===== src/rtl/hcs_pkg.sv =====
// Constants, hopping table and state codes for the hop carrier selector
package hcs_pkg;
  // Carrier arithmetic is done modulo the used frequency count
  localparam int unsigned    HCS_NUF         = 95;
  localparam logic [7:0]     HCS_NUF_W8      = 8'h5f;
  localparam int unsigned    HCS_CN_W        = 7;
  localparam int unsigned    HCS_MAX_EXCL    = 20;
  localparam logic [7:0]     HCS_ONE_W8      = 8'h01;
  localparam logic [7:0]     HCS_ZERO_W8     = 8'h00;
  localparam logic [2:0]     HCS_SHARED_LIM  = 3'h2;
  // Tuning word in kHz, for a 10.368000 MHz crystal
  localparam int unsigned    HCS_XTAL_KHZ    = 10368;
  localparam int unsigned    HCS_FREQ_W      = 22;
  localparam logic [21:0]    HCS_FREQ_BASE   = 22'h24a320;
  localparam logic [21:0]    HCS_FREQ_STEP   = 22'h000360;
  // Nonvolatile address of the single-antenna setting
  localparam logic [15:0]    HCS_NV_DIV_ADDR = 16'h0035;

  typedef logic [HCS_CN_W-1:0] hcs_cn_type;

  // Index to carrier map, identical in base and handset
  localparam hcs_cn_type HCS_HOP_TABLE [0:94] = '{
    7'h00, 7'h17, 7'h3e, 7'h08, 7'h2b, 7'h10, 7'h47, 7'h2f, 7'h13, 7'h3d,
    7'h4c, 7'h1d, 7'h3b, 7'h16, 7'h34, 7'h56, 7'h3f, 7'h1a, 7'h4d, 7'h1f,
    7'h02, 7'h12, 7'h51, 7'h0b, 7'h24, 7'h48, 7'h36, 7'h45, 7'h15, 7'h03,
    7'h25, 7'h0a, 7'h22, 7'h42, 7'h07, 7'h44, 7'h5e, 7'h4b, 7'h04, 7'h3c,
    7'h1b, 7'h0c, 7'h59, 7'h19, 7'h57, 7'h0e, 7'h39, 7'h29, 7'h4a, 7'h20,
    7'h46, 7'h09, 7'h3a, 7'h4e, 7'h2d, 7'h14, 7'h49, 7'h5d, 7'h40, 7'h27,
    7'h0d, 7'h21, 7'h41, 7'h32, 7'h4f, 7'h38, 7'h5b, 7'h2a, 7'h50, 7'h30,
    7'h0f, 7'h55, 7'h05, 7'h58, 7'h11, 7'h54, 7'h06, 7'h43, 7'h31, 7'h5c,
    7'h28, 7'h01, 7'h1c, 7'h37, 7'h23, 7'h35, 7'h18, 7'h2c, 7'h52, 7'h33,
    7'h5a, 7'h26, 7'h53, 7'h1e, 7'h2e
  };

  typedef enum logic [1:0] {
    HCS_ST_IDLE  = 2'b00,
    HCS_ST_LOOK  = 2'b01,
    HCS_ST_ADD   = 2'b10,
    HCS_ST_CHECK = 2'b11
  } hcs_state_type;
endpackage


===== src/rtl/hcs_tbl_if.sv =====
// Lookup path between the selector and its hopping table
`timescale 1ns/10ps
`default_nettype none
interface hcs_tbl_if;
  import hcs_pkg::*;
  hcs_cn_type index;
  hcs_cn_type carrier;
  modport req (output index, input carrier);
  modport rom (input index, output carrier);
endinterface
`default_nettype wire


===== src/rtl/hcs_hop_table.sv =====
// Registered read port on the fixed hopping table
`timescale 1ns/10ps
`default_nettype none
module hcs_hop_table (
  input  wire logic i_clk,
  hcs_tbl_if.rom    tbl
);
  import hcs_pkg::*;

  typedef struct packed {
    hcs_cn_type carrier;
  } hcs_rom_state_type;

  hcs_rom_state_type s_reg;
  hcs_rom_state_type s_next;

  // Out-of-range index reads carrier zero; callers reduce first
  always_comb
  begin
    s_next = s_reg;
    if (int'(tbl.index) < HCS_NUF)
      s_next.carrier = HCS_HOP_TABLE[tbl.index];
    else
      s_next.carrier = '0;
  end

  // No reset needed: contents are a pure function of the index
  always_ff @(posedge i_clk)
  begin
    s_reg <= s_next;
  end

  assign tbl.carrier = s_reg.carrier;
endmodule
`default_nettype wire


===== src/rtl/hcs_selector.sv =====
// Hop carrier selection, exclusion, antenna and dual-slot diversity
`timescale 1ns/10ps
`default_nettype none
// Notes on behaviour
// - Carrier = (table((primary+offset) mod 95) + sequence code) mod 95.
// - Fixed 95-entry table maps each index to a distinct carrier.
// - Tuning word is 2401.056 MHz plus carrier times 0.864 MHz.
// - Per-base sequence code shifts the table output.
// - Noisy carriers get marked; at most 20 are excluded from hopping.
// - Preamble picks stronger antenna, held for receive and next transmit.
// - Antenna diversity on by default; a setting forces single antenna.
// - Dual-slot copies: keep the one with fewer CRC errors.
// - No dual-slot on later connections when over 2 handsets registered.
// - Every modulo reduction uses the used frequency count 95.
// - Primary hop index steps by one mod 95 at each half-frame end.
// - Scan slots use zero offset and skip no carrier.
module hcs_selector #(
  parameter int unsigned MAX_EXCL = hcs_pkg::HCS_MAX_EXCL,
  parameter int unsigned RSSI_W   = 8,
  parameter int unsigned ERR_W    = 4
) (
  input  wire logic                  i_clk,
  input  wire logic                  i_srst,
  input  wire logic                  i_slot_start,
  input  wire logic                  i_scan_slot,
  input  wire logic                  i_halfframe_end,
  input  wire hcs_pkg::hcs_cn_type   i_hop_index_offset,
  input  wire hcs_pkg::hcs_cn_type   i_sequence_code,
  input  wire logic                  i_quality_valid,
  input  wire logic                  i_quality_noisy,
  input  wire logic                  i_excl_clear,
  input  wire logic                  i_div_disable,
  input  wire logic                  i_rssi_valid,
  input  wire logic [RSSI_W-1:0]     i_rssi_ant0,
  input  wire logic [RSSI_W-1:0]     i_rssi_ant1,
  input  wire logic [2:0]            i_registered_handsets,
  input  wire logic [2:0]            i_conn_ordinal,
  input  wire logic                  i_copies_valid,
  input  wire logic [ERR_W-1:0]      i_err_copy_a,
  input  wire logic [ERR_W-1:0]      i_err_copy_b,
  output logic                       o_tune_strobe,
  output hcs_pkg::hcs_cn_type        o_carrier_number,
  output logic [21:0]                o_freq_khz,
  output hcs_pkg::hcs_cn_type        o_primary_hop_index,
  output logic [6:0]                 o_excl_count,
  output logic                       o_busy,
  output logic                       o_antenna_sel,
  output logic                       o_dual_slot_en,
  output logic                       o_use_copy_b
);
  import hcs_pkg::*;

  // Elaboration-time guard on parameter values
  if (MAX_EXCL == 0 || MAX_EXCL >= HCS_NUF || RSSI_W == 0 || ERR_W == 0)
  begin : g_bad_param
    $error("hcs_selector: unsupported parameter values");
  end

  localparam logic [6:0] MAX_EXCL_W7 = 7'(MAX_EXCL);

  typedef struct packed {
    hcs_state_type      st;
    hcs_cn_type         primary_hop_index;
    hcs_cn_type         idx;
    hcs_cn_type         sequence_code;
    hcs_cn_type         work;
    logic               scan;
    logic               scan_out;
    hcs_cn_type         cn_out;
    logic [21:0]        freq;
    logic               tune;
    logic [HCS_NUF-1:0] excl;
    logic [6:0]         excl_cnt;
    logic               ant;
    logic               dual;
    logic               use_b;
    logic               busy;
  } hcs_state_reg_type;

  hcs_state_reg_type s_reg;
  hcs_state_reg_type s_next;

  hcs_tbl_if tbl ();

  hcs_hop_table u_table (
    .i_clk (i_clk),
    .tbl   (tbl)
  );

  // Reduce a value below twice the count into 0..94
  function automatic hcs_cn_type mod_nuf(input logic [7:0] v);
    logic [7:0] r;
    r = (v >= HCS_NUF_W8) ? 8'(v - HCS_NUF_W8) : v;
    return r[HCS_CN_W-1:0];
  endfunction

  // Table index is held in a register so the ROM sees a stable address
  assign tbl.index = s_reg.idx;

  always_comb
  begin
    s_next      = s_reg;
    s_next.tune = 1'b0;

    // Frame counter advance, independent of slot work
    if (i_halfframe_end)
      s_next.primary_hop_index = mod_nuf({1'b0, s_reg.primary_hop_index} + HCS_ONE_W8);

    // Noise marking first, so the carrier check sees this edge's map
    if (i_excl_clear)
    begin
      s_next.excl     = '0;
      s_next.excl_cnt = '0;
    end
    // Scan carriers are not judged; a verdict in a clearing cycle still lands
    if (i_quality_valid && i_quality_noisy && !s_reg.scan_out
        && !s_next.excl[s_reg.cn_out] && s_next.excl_cnt < MAX_EXCL_W7)
    begin
      s_next.excl[s_reg.cn_out] = 1'b1;
      s_next.excl_cnt = 7'(s_next.excl_cnt + 7'h01);
    end

    unique case (s_reg.st)
      HCS_ST_IDLE:
        if (i_slot_start)
        begin
          s_next.scan = i_scan_slot;
          s_next.sequence_code  = mod_nuf({1'b0, i_sequence_code});
          // Scan slots force a zero bearer offset
          s_next.idx  = mod_nuf({1'b0, s_reg.primary_hop_index} + (i_scan_slot
                        ? HCS_ZERO_W8
                        : {1'b0, mod_nuf({1'b0, i_hop_index_offset})}));
          s_next.st   = HCS_ST_LOOK;
        end
      HCS_ST_LOOK:
        s_next.st = HCS_ST_ADD;
      HCS_ST_ADD:
      begin
        // Table output plus per-base shift, reduced again
        s_next.work = mod_nuf({1'b0, tbl.carrier} + {1'b0, s_reg.sequence_code});
        s_next.st   = HCS_ST_CHECK;
      end
      HCS_ST_CHECK:
        // Walk upward past excluded carriers; the cap keeps this bounded
        if (!s_reg.scan && s_next.excl[s_reg.work])
          s_next.work = mod_nuf({1'b0, s_reg.work} + HCS_ONE_W8);
        else
        begin
          s_next.cn_out   = s_reg.work;
          s_next.scan_out = s_reg.scan;
          s_next.freq     = HCS_FREQ_BASE
                            + 22'(s_reg.work) * HCS_FREQ_STEP;
          s_next.tune     = 1'b1;
          s_next.st       = HCS_ST_IDLE;
        end
    endcase

    // Antenna choice moves only on a preamble measurement, or to antenna 0 while diversity is disabled
    if (i_div_disable)
      s_next.ant = 1'b0;
    else if (i_rssi_valid)
      s_next.ant = (i_rssi_ant1 > i_rssi_ant0);

    // Dual-slot allowed unless shared among many handsets
    s_next.dual = !((i_registered_handsets > HCS_SHARED_LIM)
                    && (i_conn_ordinal != 3'h0));

    // Ties keep copy a
    if (i_copies_valid && s_reg.dual)
      s_next.use_b = (i_err_copy_b < i_err_copy_a);

    // Busy kept in its own flop so the output has no decode behind it
    s_next.busy = (s_next.st != HCS_ST_IDLE);
  end

  always_ff @(posedge i_clk)
  begin
    if (i_srst)
    begin
      s_reg      <= '0;
      s_reg.st   <= HCS_ST_IDLE;
      s_reg.dual <= 1'b1;
    end
    else
      s_reg <= s_next;
  end

  assign o_tune_strobe       = s_reg.tune;
  assign o_carrier_number    = s_reg.cn_out;
  assign o_freq_khz          = s_reg.freq;
  assign o_primary_hop_index = s_reg.primary_hop_index;
  assign o_excl_count        = s_reg.excl_cnt;
  assign o_busy              = s_reg.busy;
  assign o_antenna_sel       = s_reg.ant;
  assign o_dual_slot_en      = s_reg.dual;
  assign o_use_copy_b        = s_reg.use_b;
endmodule
`default_nettype wire


===== config.mk =====
export PLATFORM = sky130hd
export DESIGN_NAME = hcs_selector
export DESIGN_NICKNAME = d
export VERILOG_FILES = /design/src/rtl/hcs_pkg.sv /design/src/rtl/hcs_tbl_if.sv /design/src/rtl/hcs_hop_table.sv /design/src/rtl/hcs_selector.sv
export SDC_FILE = /design/constraint.sdc
export NUM_CORES = 1
export LEC_CHECK = 0
export BUFFER_PORTS_ARGS = -buffer_cell sky130_fd_sc_hd__buf_2
export CAP_MARGIN = 20
export CORE_UTILIZATION = 55
export CTS_CLUSTER_SIZE = 8
export DETAILED_ROUTE_END_ITERATION = 12
export PLACE_DENSITY = 0.83
export SYNTH_ARGS = -nofsm -noshare
export SYNTH_HDL_FRONTEND = slang
export SYNTH_SLANG_ARGS = --single-unit

===== constraint.sdc =====
create_clock -name i_clk -period 10.1 [get_ports i_clk]
set_input_delay 2.02 -clock i_clk [delete_from_list [all_inputs] [get_ports i_clk]]
set_output_delay 2.02 -clock i_clk [all_outputs]
set_load 0.05 [all_outputs]

==> impl_metrics.json, run 1 <==
{
  "outcome": "complete, no violations",
  "synth_seq_cells": 167,
  "grt_pass1_vias": 12590,
  "wl_mm": 41.8,
  "cts_hold_buf": 0,
  "ant_nets": 0,
  "drive_gt1_frac": 0.110,
  "cp.arrival_ps": 7290,
  "p_leak_nw": 5.56,
  "hold-worst-slack_ps": 461,
  "largest_reg_flops": 113,
  "critPathCaptureType": "register",
  "grt_pass1_wl_mm": 66.0,
  "fmax_mhz": 144,
  "synth-edff-count": 0,
  "syn_avg_cell_area_um2": 7.44,
  "ir_drop_v": 0.000110,
  "fillerInstances": 2114,
  "initial_core_util": 0.563,
  "core_area_um2": 23600,
  "rsz0062_at_grt": "no",
  "clock_skew_ps": 17.0,
  "grt_start_max_net_pins": 105,
  "die_h_um": 157,
  "cts_buffers": 17,
  "clk_path_buf_depth": 2,
  "wl_per_cell_um": 20.0,
  "yosys_warnings": 0,
  "final-instance-count-excl-fill": 2088,
  "clk_pin_slew_ps": 70,
  "vias": 13618,
  "die-area_um2": 24800,
  "pwr_density_cell_nw_per_um2": 164,
  "dp_hpwl_mm": 28.8,
  "synth_seq_area_share": 0.251,
  "root_buffer": "clkbuf_16",
  "hp-class": "reg2reg",
  "drtIter0Drc": 1877,
  "fin_crit_ps": 6960,
  "crit_required_ps": 10440,
  "synth_area_leaders": "dfxtp_1 25%, ha_1 6.2%, nand2_1 6.2%",
  "min_period_over_period": 0.689,
  "final_nets": 1886,
  "setup-violations-final": 0,
  "slew_viol_final": 0,
  "grtUsageTotal": 0.339,
  "worstSetupStartpointType": "input pin",
  "synth_top_cells_by_count": "219 x nand2_1, 172 x nor2_1, 167 x dfxtp_1, 155 x a21oi_1, 95 x clkbuf_1",
  "yosys.area.top_type_share": 0.251,
  "grt_antenna_before_repair": 1,
  "clk_latency_ps": 450,
  "syn_area_um2": 13300,
  "dr.pass1.iters": 6,
  "drc": 0,
  "place_congestion": 1.06,
  "syn_to_final_growth_pct": 5.94,
  "synth_most_common_cell": "nand2_1",
  "slew_headroom": 0.245,
  "row_count": 56,
  "ys.flop_type": "dfxtp_1",
  "netlist_instances": 1786,
  "vias_per_cell": 6.52,
  "cap_violations": 0,
  "port_buffers": 95,
  "die_w_um": 157,
  "cts_tree": "built",
  "synth_top_area_cell": "dfxtp_1",
  "ios": 103,
  "worst_slew_pin_slew_ps": 1130,
  "setup_tns_ps": 0,
  "hold_viol": 0,
  "grt-ovfl-total": 0,
  "diodes": 0,
  "post_cts.repair.setup_buffers": 0,
  "worstSetupPathType": "in2reg",
  "clock_sinks": 167,
  "dp.cells": 2056,
  "synth-async-reset-ratio": 0,
  "htreeDepth": 4,
  "cp_max_fo": 62,
  "synth_cell_type_count": 91,
  "cts_resized": 0
}
-- through the flow --
step | power, W | worst slack [ps] | area, um2 | util
after floorplan | 0.00140 | 4930 | 13300 | -
final | 0.00231 | 3140 | 14100 | 0.596
after global routing | 0.00241 | 2900 | 14100 | 0.596
after CTS | 0.00228 | 3370 | 14100 | 0.596
after detailed placement | 0.00161 | 2920 | 13500 | 0.571
after global placement | 0.00159 | 3050 | 13500 | 0.571
-- metal layers --
layer	track usage	up-vias	routed length, um
met5	0	-	0
met4	0.179	0	1930
met3	0.0713	190	4850
met2	0.531	899	18500
met1	0.437	6293	16500
li1	-	6236	-
-- final timing paths --
kind,startpoint,cells after the start,endpoint,slack (ps)
max,i_excl_clear,15,o_freq_khz[16],3140
min,o_freq_khz[13],2,o_freq_khz[13],460
max reg2reg,o_carrier_number[1],14,o_freq_khz[16],4570
min reg2reg,o_freq_khz[13],2,o_freq_khz[13],460
-- cells by family (layout without fill, tap and decap cells) --
family,Yosys count,in the layout,synth area share
xor+xnor,72,72,0.0474
buf+inv,251,228,0.0903
compound gates,482,482,0.237
simple gates,663,663,0.236
other cells,1,7,0.000282
flops,167,167,0.251
fa+ha+maj,75,75,0.0757
mux,75,75,0.0621
-- layout by cell type, fill, tap and decap left out, types with 21 or more instances in the layout --
cell type / instances
nand2_1: 219
nor2_1: 172
dfxtp_1: 166
a21oi_1: 155
buf_2: 94
o21ai_0: 84
inv_1: 72
ha_1: 66
mux2i_1: 63
nor2b_1: 53
nand3_1: 47
xnor2_1: 41
nor3_1: 34
xor2_1: 31
buf_4: 29
nand2b_1: 28
a211oi_1: 28
o22ai_1: 26
nand4_1: 23
a22oi_1: 21
-- report_power, final --
part	internal, W	total [W]	leakage, nW	switching (W)
sequential	0.000691	0.000736	1.35	0.0000450
combinational	0.000325	0.000899	3.91	0.000574
clock	0.000356	0.000676	0.294	0.000321
total	0.00137	0.00231	5.56	0.000940
-- critical path, cell delays in order --
cell and delay [ps]:
buf_2 630, buf_4 440, inv_2 210, buf_4 360, nand3_1 300, o211ai_2 360, nor2_1 640, a41oi_1 200
a311o_1 350, a21o_1 180, a31oi_2 290, a211oi_2 120, buf_4 230, nor2_4 440, mux2_2 390
-- area by class of cell --
class                      instances  area [um2]  share of cell area
clock buffer                      17         425              0.0302
clock inverter                    15         179              0.0127
inverter                          73         274              0.0195
multi-input combinational       1374        8770               0.623
sequential                       167        3340               0.237
tap                              319         399              0.0283
timing repair buffer             123         688              0.0489
Power figures use the tool's default switching activity.
==> inputs of run 2 (changes only) <==
--- a/config.mk
+++ b/config.mk
@@ -5,6 +5,7 @@
 export SDC_FILE = /design/constraint.sdc
 export NUM_CORES = 1
 export LEC_CHECK = 0
+export ABC_AREA = 1
 export BUFFER_PORTS_ARGS = -buffer_cell sky130_fd_sc_hd__buf_2
 export CAP_MARGIN = 20
 export CORE_UTILIZATION = 55
==> constraint.sdc (replaced) <==
create_clock -name i_clk -period 6.9 [get_ports i_clk]
set_input_delay 1.38 -clock i_clk [delete_from_list [all_inputs] [get_ports i_clk]]
set_output_delay 1.38 -clock i_clk [all_outputs]
set_load 0.05 [all_outputs]
==> impl_metrics.json, run 2 <==
{
  "row_count": 56,
  "grt_pass1_vias": 13142,
  "initial_core_util": 0.558,
  "swShare": 0.370,
  "cts_hold_buf": 0,
  "vias": 14091,
  "endpoint": "o_freq_khz[14]",
  "diodes": 0,
  "port_buffers": 95,
  "synth_seq_cells": 167,
  "cp.depth": 30,
  "cts_tree": "built",
  "pwr_density_cell_nw_per_um2": 235,
  "crit_start": "i_excl_clear",
  "worstReg2RegStart": "o_carrier_number[0]",
  "cp_slowest_cell": "nor2_2",
  "yosys_warnings": 0,
  "wl_per_cell_um": 16.2,
  "most-common-layout-cells": "406 x nand2_1, 289 x inv_1, 280 x nor2_1",
  "grt_pass1_wl_mm": 64.0,
  "synth_cell_type_count": 52,
  "crit_required_ps": 7280,
  "hold-worst-slack_ps": 468,
  "ys.flop_type": "dfxtp_1",
  "clk_path_buf_depth": 2,
  "fmax_mhz": 163,
  "rsz0062_at_grt": "no",
  "fin_util": 0.596,
  "hp-class": "reg2reg",
  "p_comb_frac": 0.337,
  "p_sw_w": 0.00122,
  "min_period_over_period": 0.888,
  "die_h_um": 156,
  "p_seq_frac": 0.329,
  "worst_slew_pin_slew_ps": 1130,
  "drc": 0,
  "synth-edff-count": 0,
  "hold_viol": 0,
  "crit_buf_inv": 5,
  "worstReg2RegEnd": "o_freq_khz[11]",
  "netlist_instances": 2121,
  "ir_drop_v": 0.000157,
  "synth-async-reset-ratio": 0,
  "setup-violations-final": 0,
  "worstSetupStartpointType": "input pin",
  "slew_viol_final": 0,
  "post_cts.repair.setup_buffers": 0,
  "grt_start_max_net_pins": 72,
  "grt_antenna_before_repair": 0,
  "final_nets": 2236,
  "grtUsageMet3": 0.0828,
  "clk_pin_slew_ps": 70,
  "cts_buffers": 17,
  "cpLargestDelayFamily": "simple AND/OR/NAND/NOR gates",
  "crit_path_frequent_cell": "nand2_1",
  "die_w_um": 156,
  "top_usage_layer": "met2",
  "synth_most_common_cell": "nand2_1",
  "core_area_um2": 23400,
  "cp_max_fo": 39,
  "clk_latency_ps": 440,
  "outcome": "complete, no violations",
  "syn_to_final_growth_pct": 6.83,
  "crit_path_max_incr_delay_ps": 760,
  "synth_area_leaders": "dfxtp_1 26%, nand2_1 12%, nand3_1 9.4%",
  "synth_top_cells_by_count": "406 x nand2_1, 289 x inv_1, 280 x nor2_1, 246 x nand3_1",
  "p_leak_nw": 6.36,
  "cp.arrival_ps": 6510,
  "yosys.area.top_type_share": 0.256,
  "htreeDepth": 4,
  "syn_area_um2": 13100,
  "cap_violations": 0,
  "dr.pass1.iters": 6,
  "largest_reg_flops": 113,
  "die-area_um2": 24400,
  "ant_nets": 0,
  "p_int_w": 0.00207,
  "fin_crit_ps": 6130,
  "clock_skew_ps": 12.7,
  "grt-ovfl-total": 0,
  "ios": 103,
  "fillerInstances": 2249,
  "synth_seq_area_share": 0.256,
  "drtIter0Drc": 1330,
  "pre_cts_slack_ps": 712,
  "clockPowerShare": 0.335,
  "vias_per_cell": 5.78,
  "cts_resized": 0,
  "critPathCaptureType": "register",
  "root_buffer": "clkbuf_16",
  "grt.met1_usage": 0.398,
  "syn_avg_cell_area_um2": 6.15,
  "worstSetupPathType": "in2reg",
  "layout_commonest_cell": "nand2_1",
  "slew_headroom": 0.243,
  "place_congestion": 0.999,
  "r2r_cells": 28,
  "grtUsageTotal": 0.328,
  "setup_ws_ps": 773,
  "setup_tns_ps": 0,
  "synth_top_area_cell": "dfxtp_1",
  "drive_gt1_frac": 0.0765,
  "clock_sinks": 167,
  "dp_hpwl_mm": 26.0,
  "r2r_slack_ps": 810,
  "wl_mm": 39.5,
  "use_met2": 0.528
}
run 2: changes by cell type after synthesis, sizes merged, moves of 46 or more:
cell,delta
inv,+221
nand3,+200
nand2,+190
nor2,+113
mux2i,-63
nor2b,-53
nand4,+46
run 2: through the flow:
| step | instances | area, um2 | total power, W |
|---|---|---|---|
| floorplan | 2127 | 13100 | 0.00191 |
| global placement | 2406 | 13300 | 0.00214 |
| detailed placement | 2406 | 13300 | 0.00216 |
| CTS | 2437 | 13900 | 0.00326 |
| global route | 2437 | 13900 | 0.00346 |
| finish | 2437 | 13900 | 0.00328 |
run 2: area by class of cell:
cell class | count | area (um2) | area share
multi-input cells | 1511 | 7820 | 0.561
well taps | 319 | 399 | 0.0286
repair buffers | 111 | 598 | 0.0429
inverters | 298 | 1120 | 0.0802
clock inverters | 11 | 220 | 0.0158
clock buffers | 20 | 447 | 0.0320
flip-flops and latches | 167 | 3340 | 0.240
run 2: cell families after synthesis:
| kind of cell | share of synthesized area |
|---|---|
| simple gates | 0.345 |
| buf+inv | 0.147 |
| compound gates | 0.141 |
| flops | 0.256 |
| fa+ha+maj | 0.0771 |
| xor+xnor | 0.0329 |
| other cells | 0.000287 |
run 2: worst min path at each step:
stage,slack (ps),cells after the start,from,endpoint
after floorplan,430,2,o_excl_count[5],o_excl_count[5]
after global placement,450,2,o_excl_count[5],o_excl_count[5]
after detailed placement,460,2,o_excl_count[6],o_excl_count[6]
after CTS,470,2,o_use_copy_b,o_use_copy_b
after global routing,490,2,o_freq_khz[12],o_freq_khz[12]
final,470,2,o_use_copy_b,o_use_copy_b
run 2: power by group through the flow:
stage / clock [W] / sequential, W / combinational [W]
2_1_floorplan: 0 / 0.00107 / 0.000839
3_3_place_gp: 0 / 0.00110 / 0.00104
3_5_place_dp: 0 / 0.00110 / 0.00106
4_1_cts: 0.00110 / 0.00108 / 0.00108
5_1_grt: 0.00115 / 0.00108 / 0.00123
6_report: 0.00110 / 0.00108 / 0.00111
run 2: layer usage:
| layer | share of wire | up-vias |
|---|---|---|
| met4 | 0.051 | 0 |
| met1 | 0.39 | 6260 |
| li1 | - | 6812 |
| met3 | 0.12 | 177 |
| met5 | 0 | - |
| met2 | 0.44 | 842 |
run 2: worst reg2reg max path, delay by kind of cell (launching register included):
family / cells / cell delay, ps
AND/OR/NAND/NOR: 24 / 4220
buffers and inverters: 3 / 1340
flip-flops: 1 / 310
AO/OA/AOI/OAI: 1 / 120
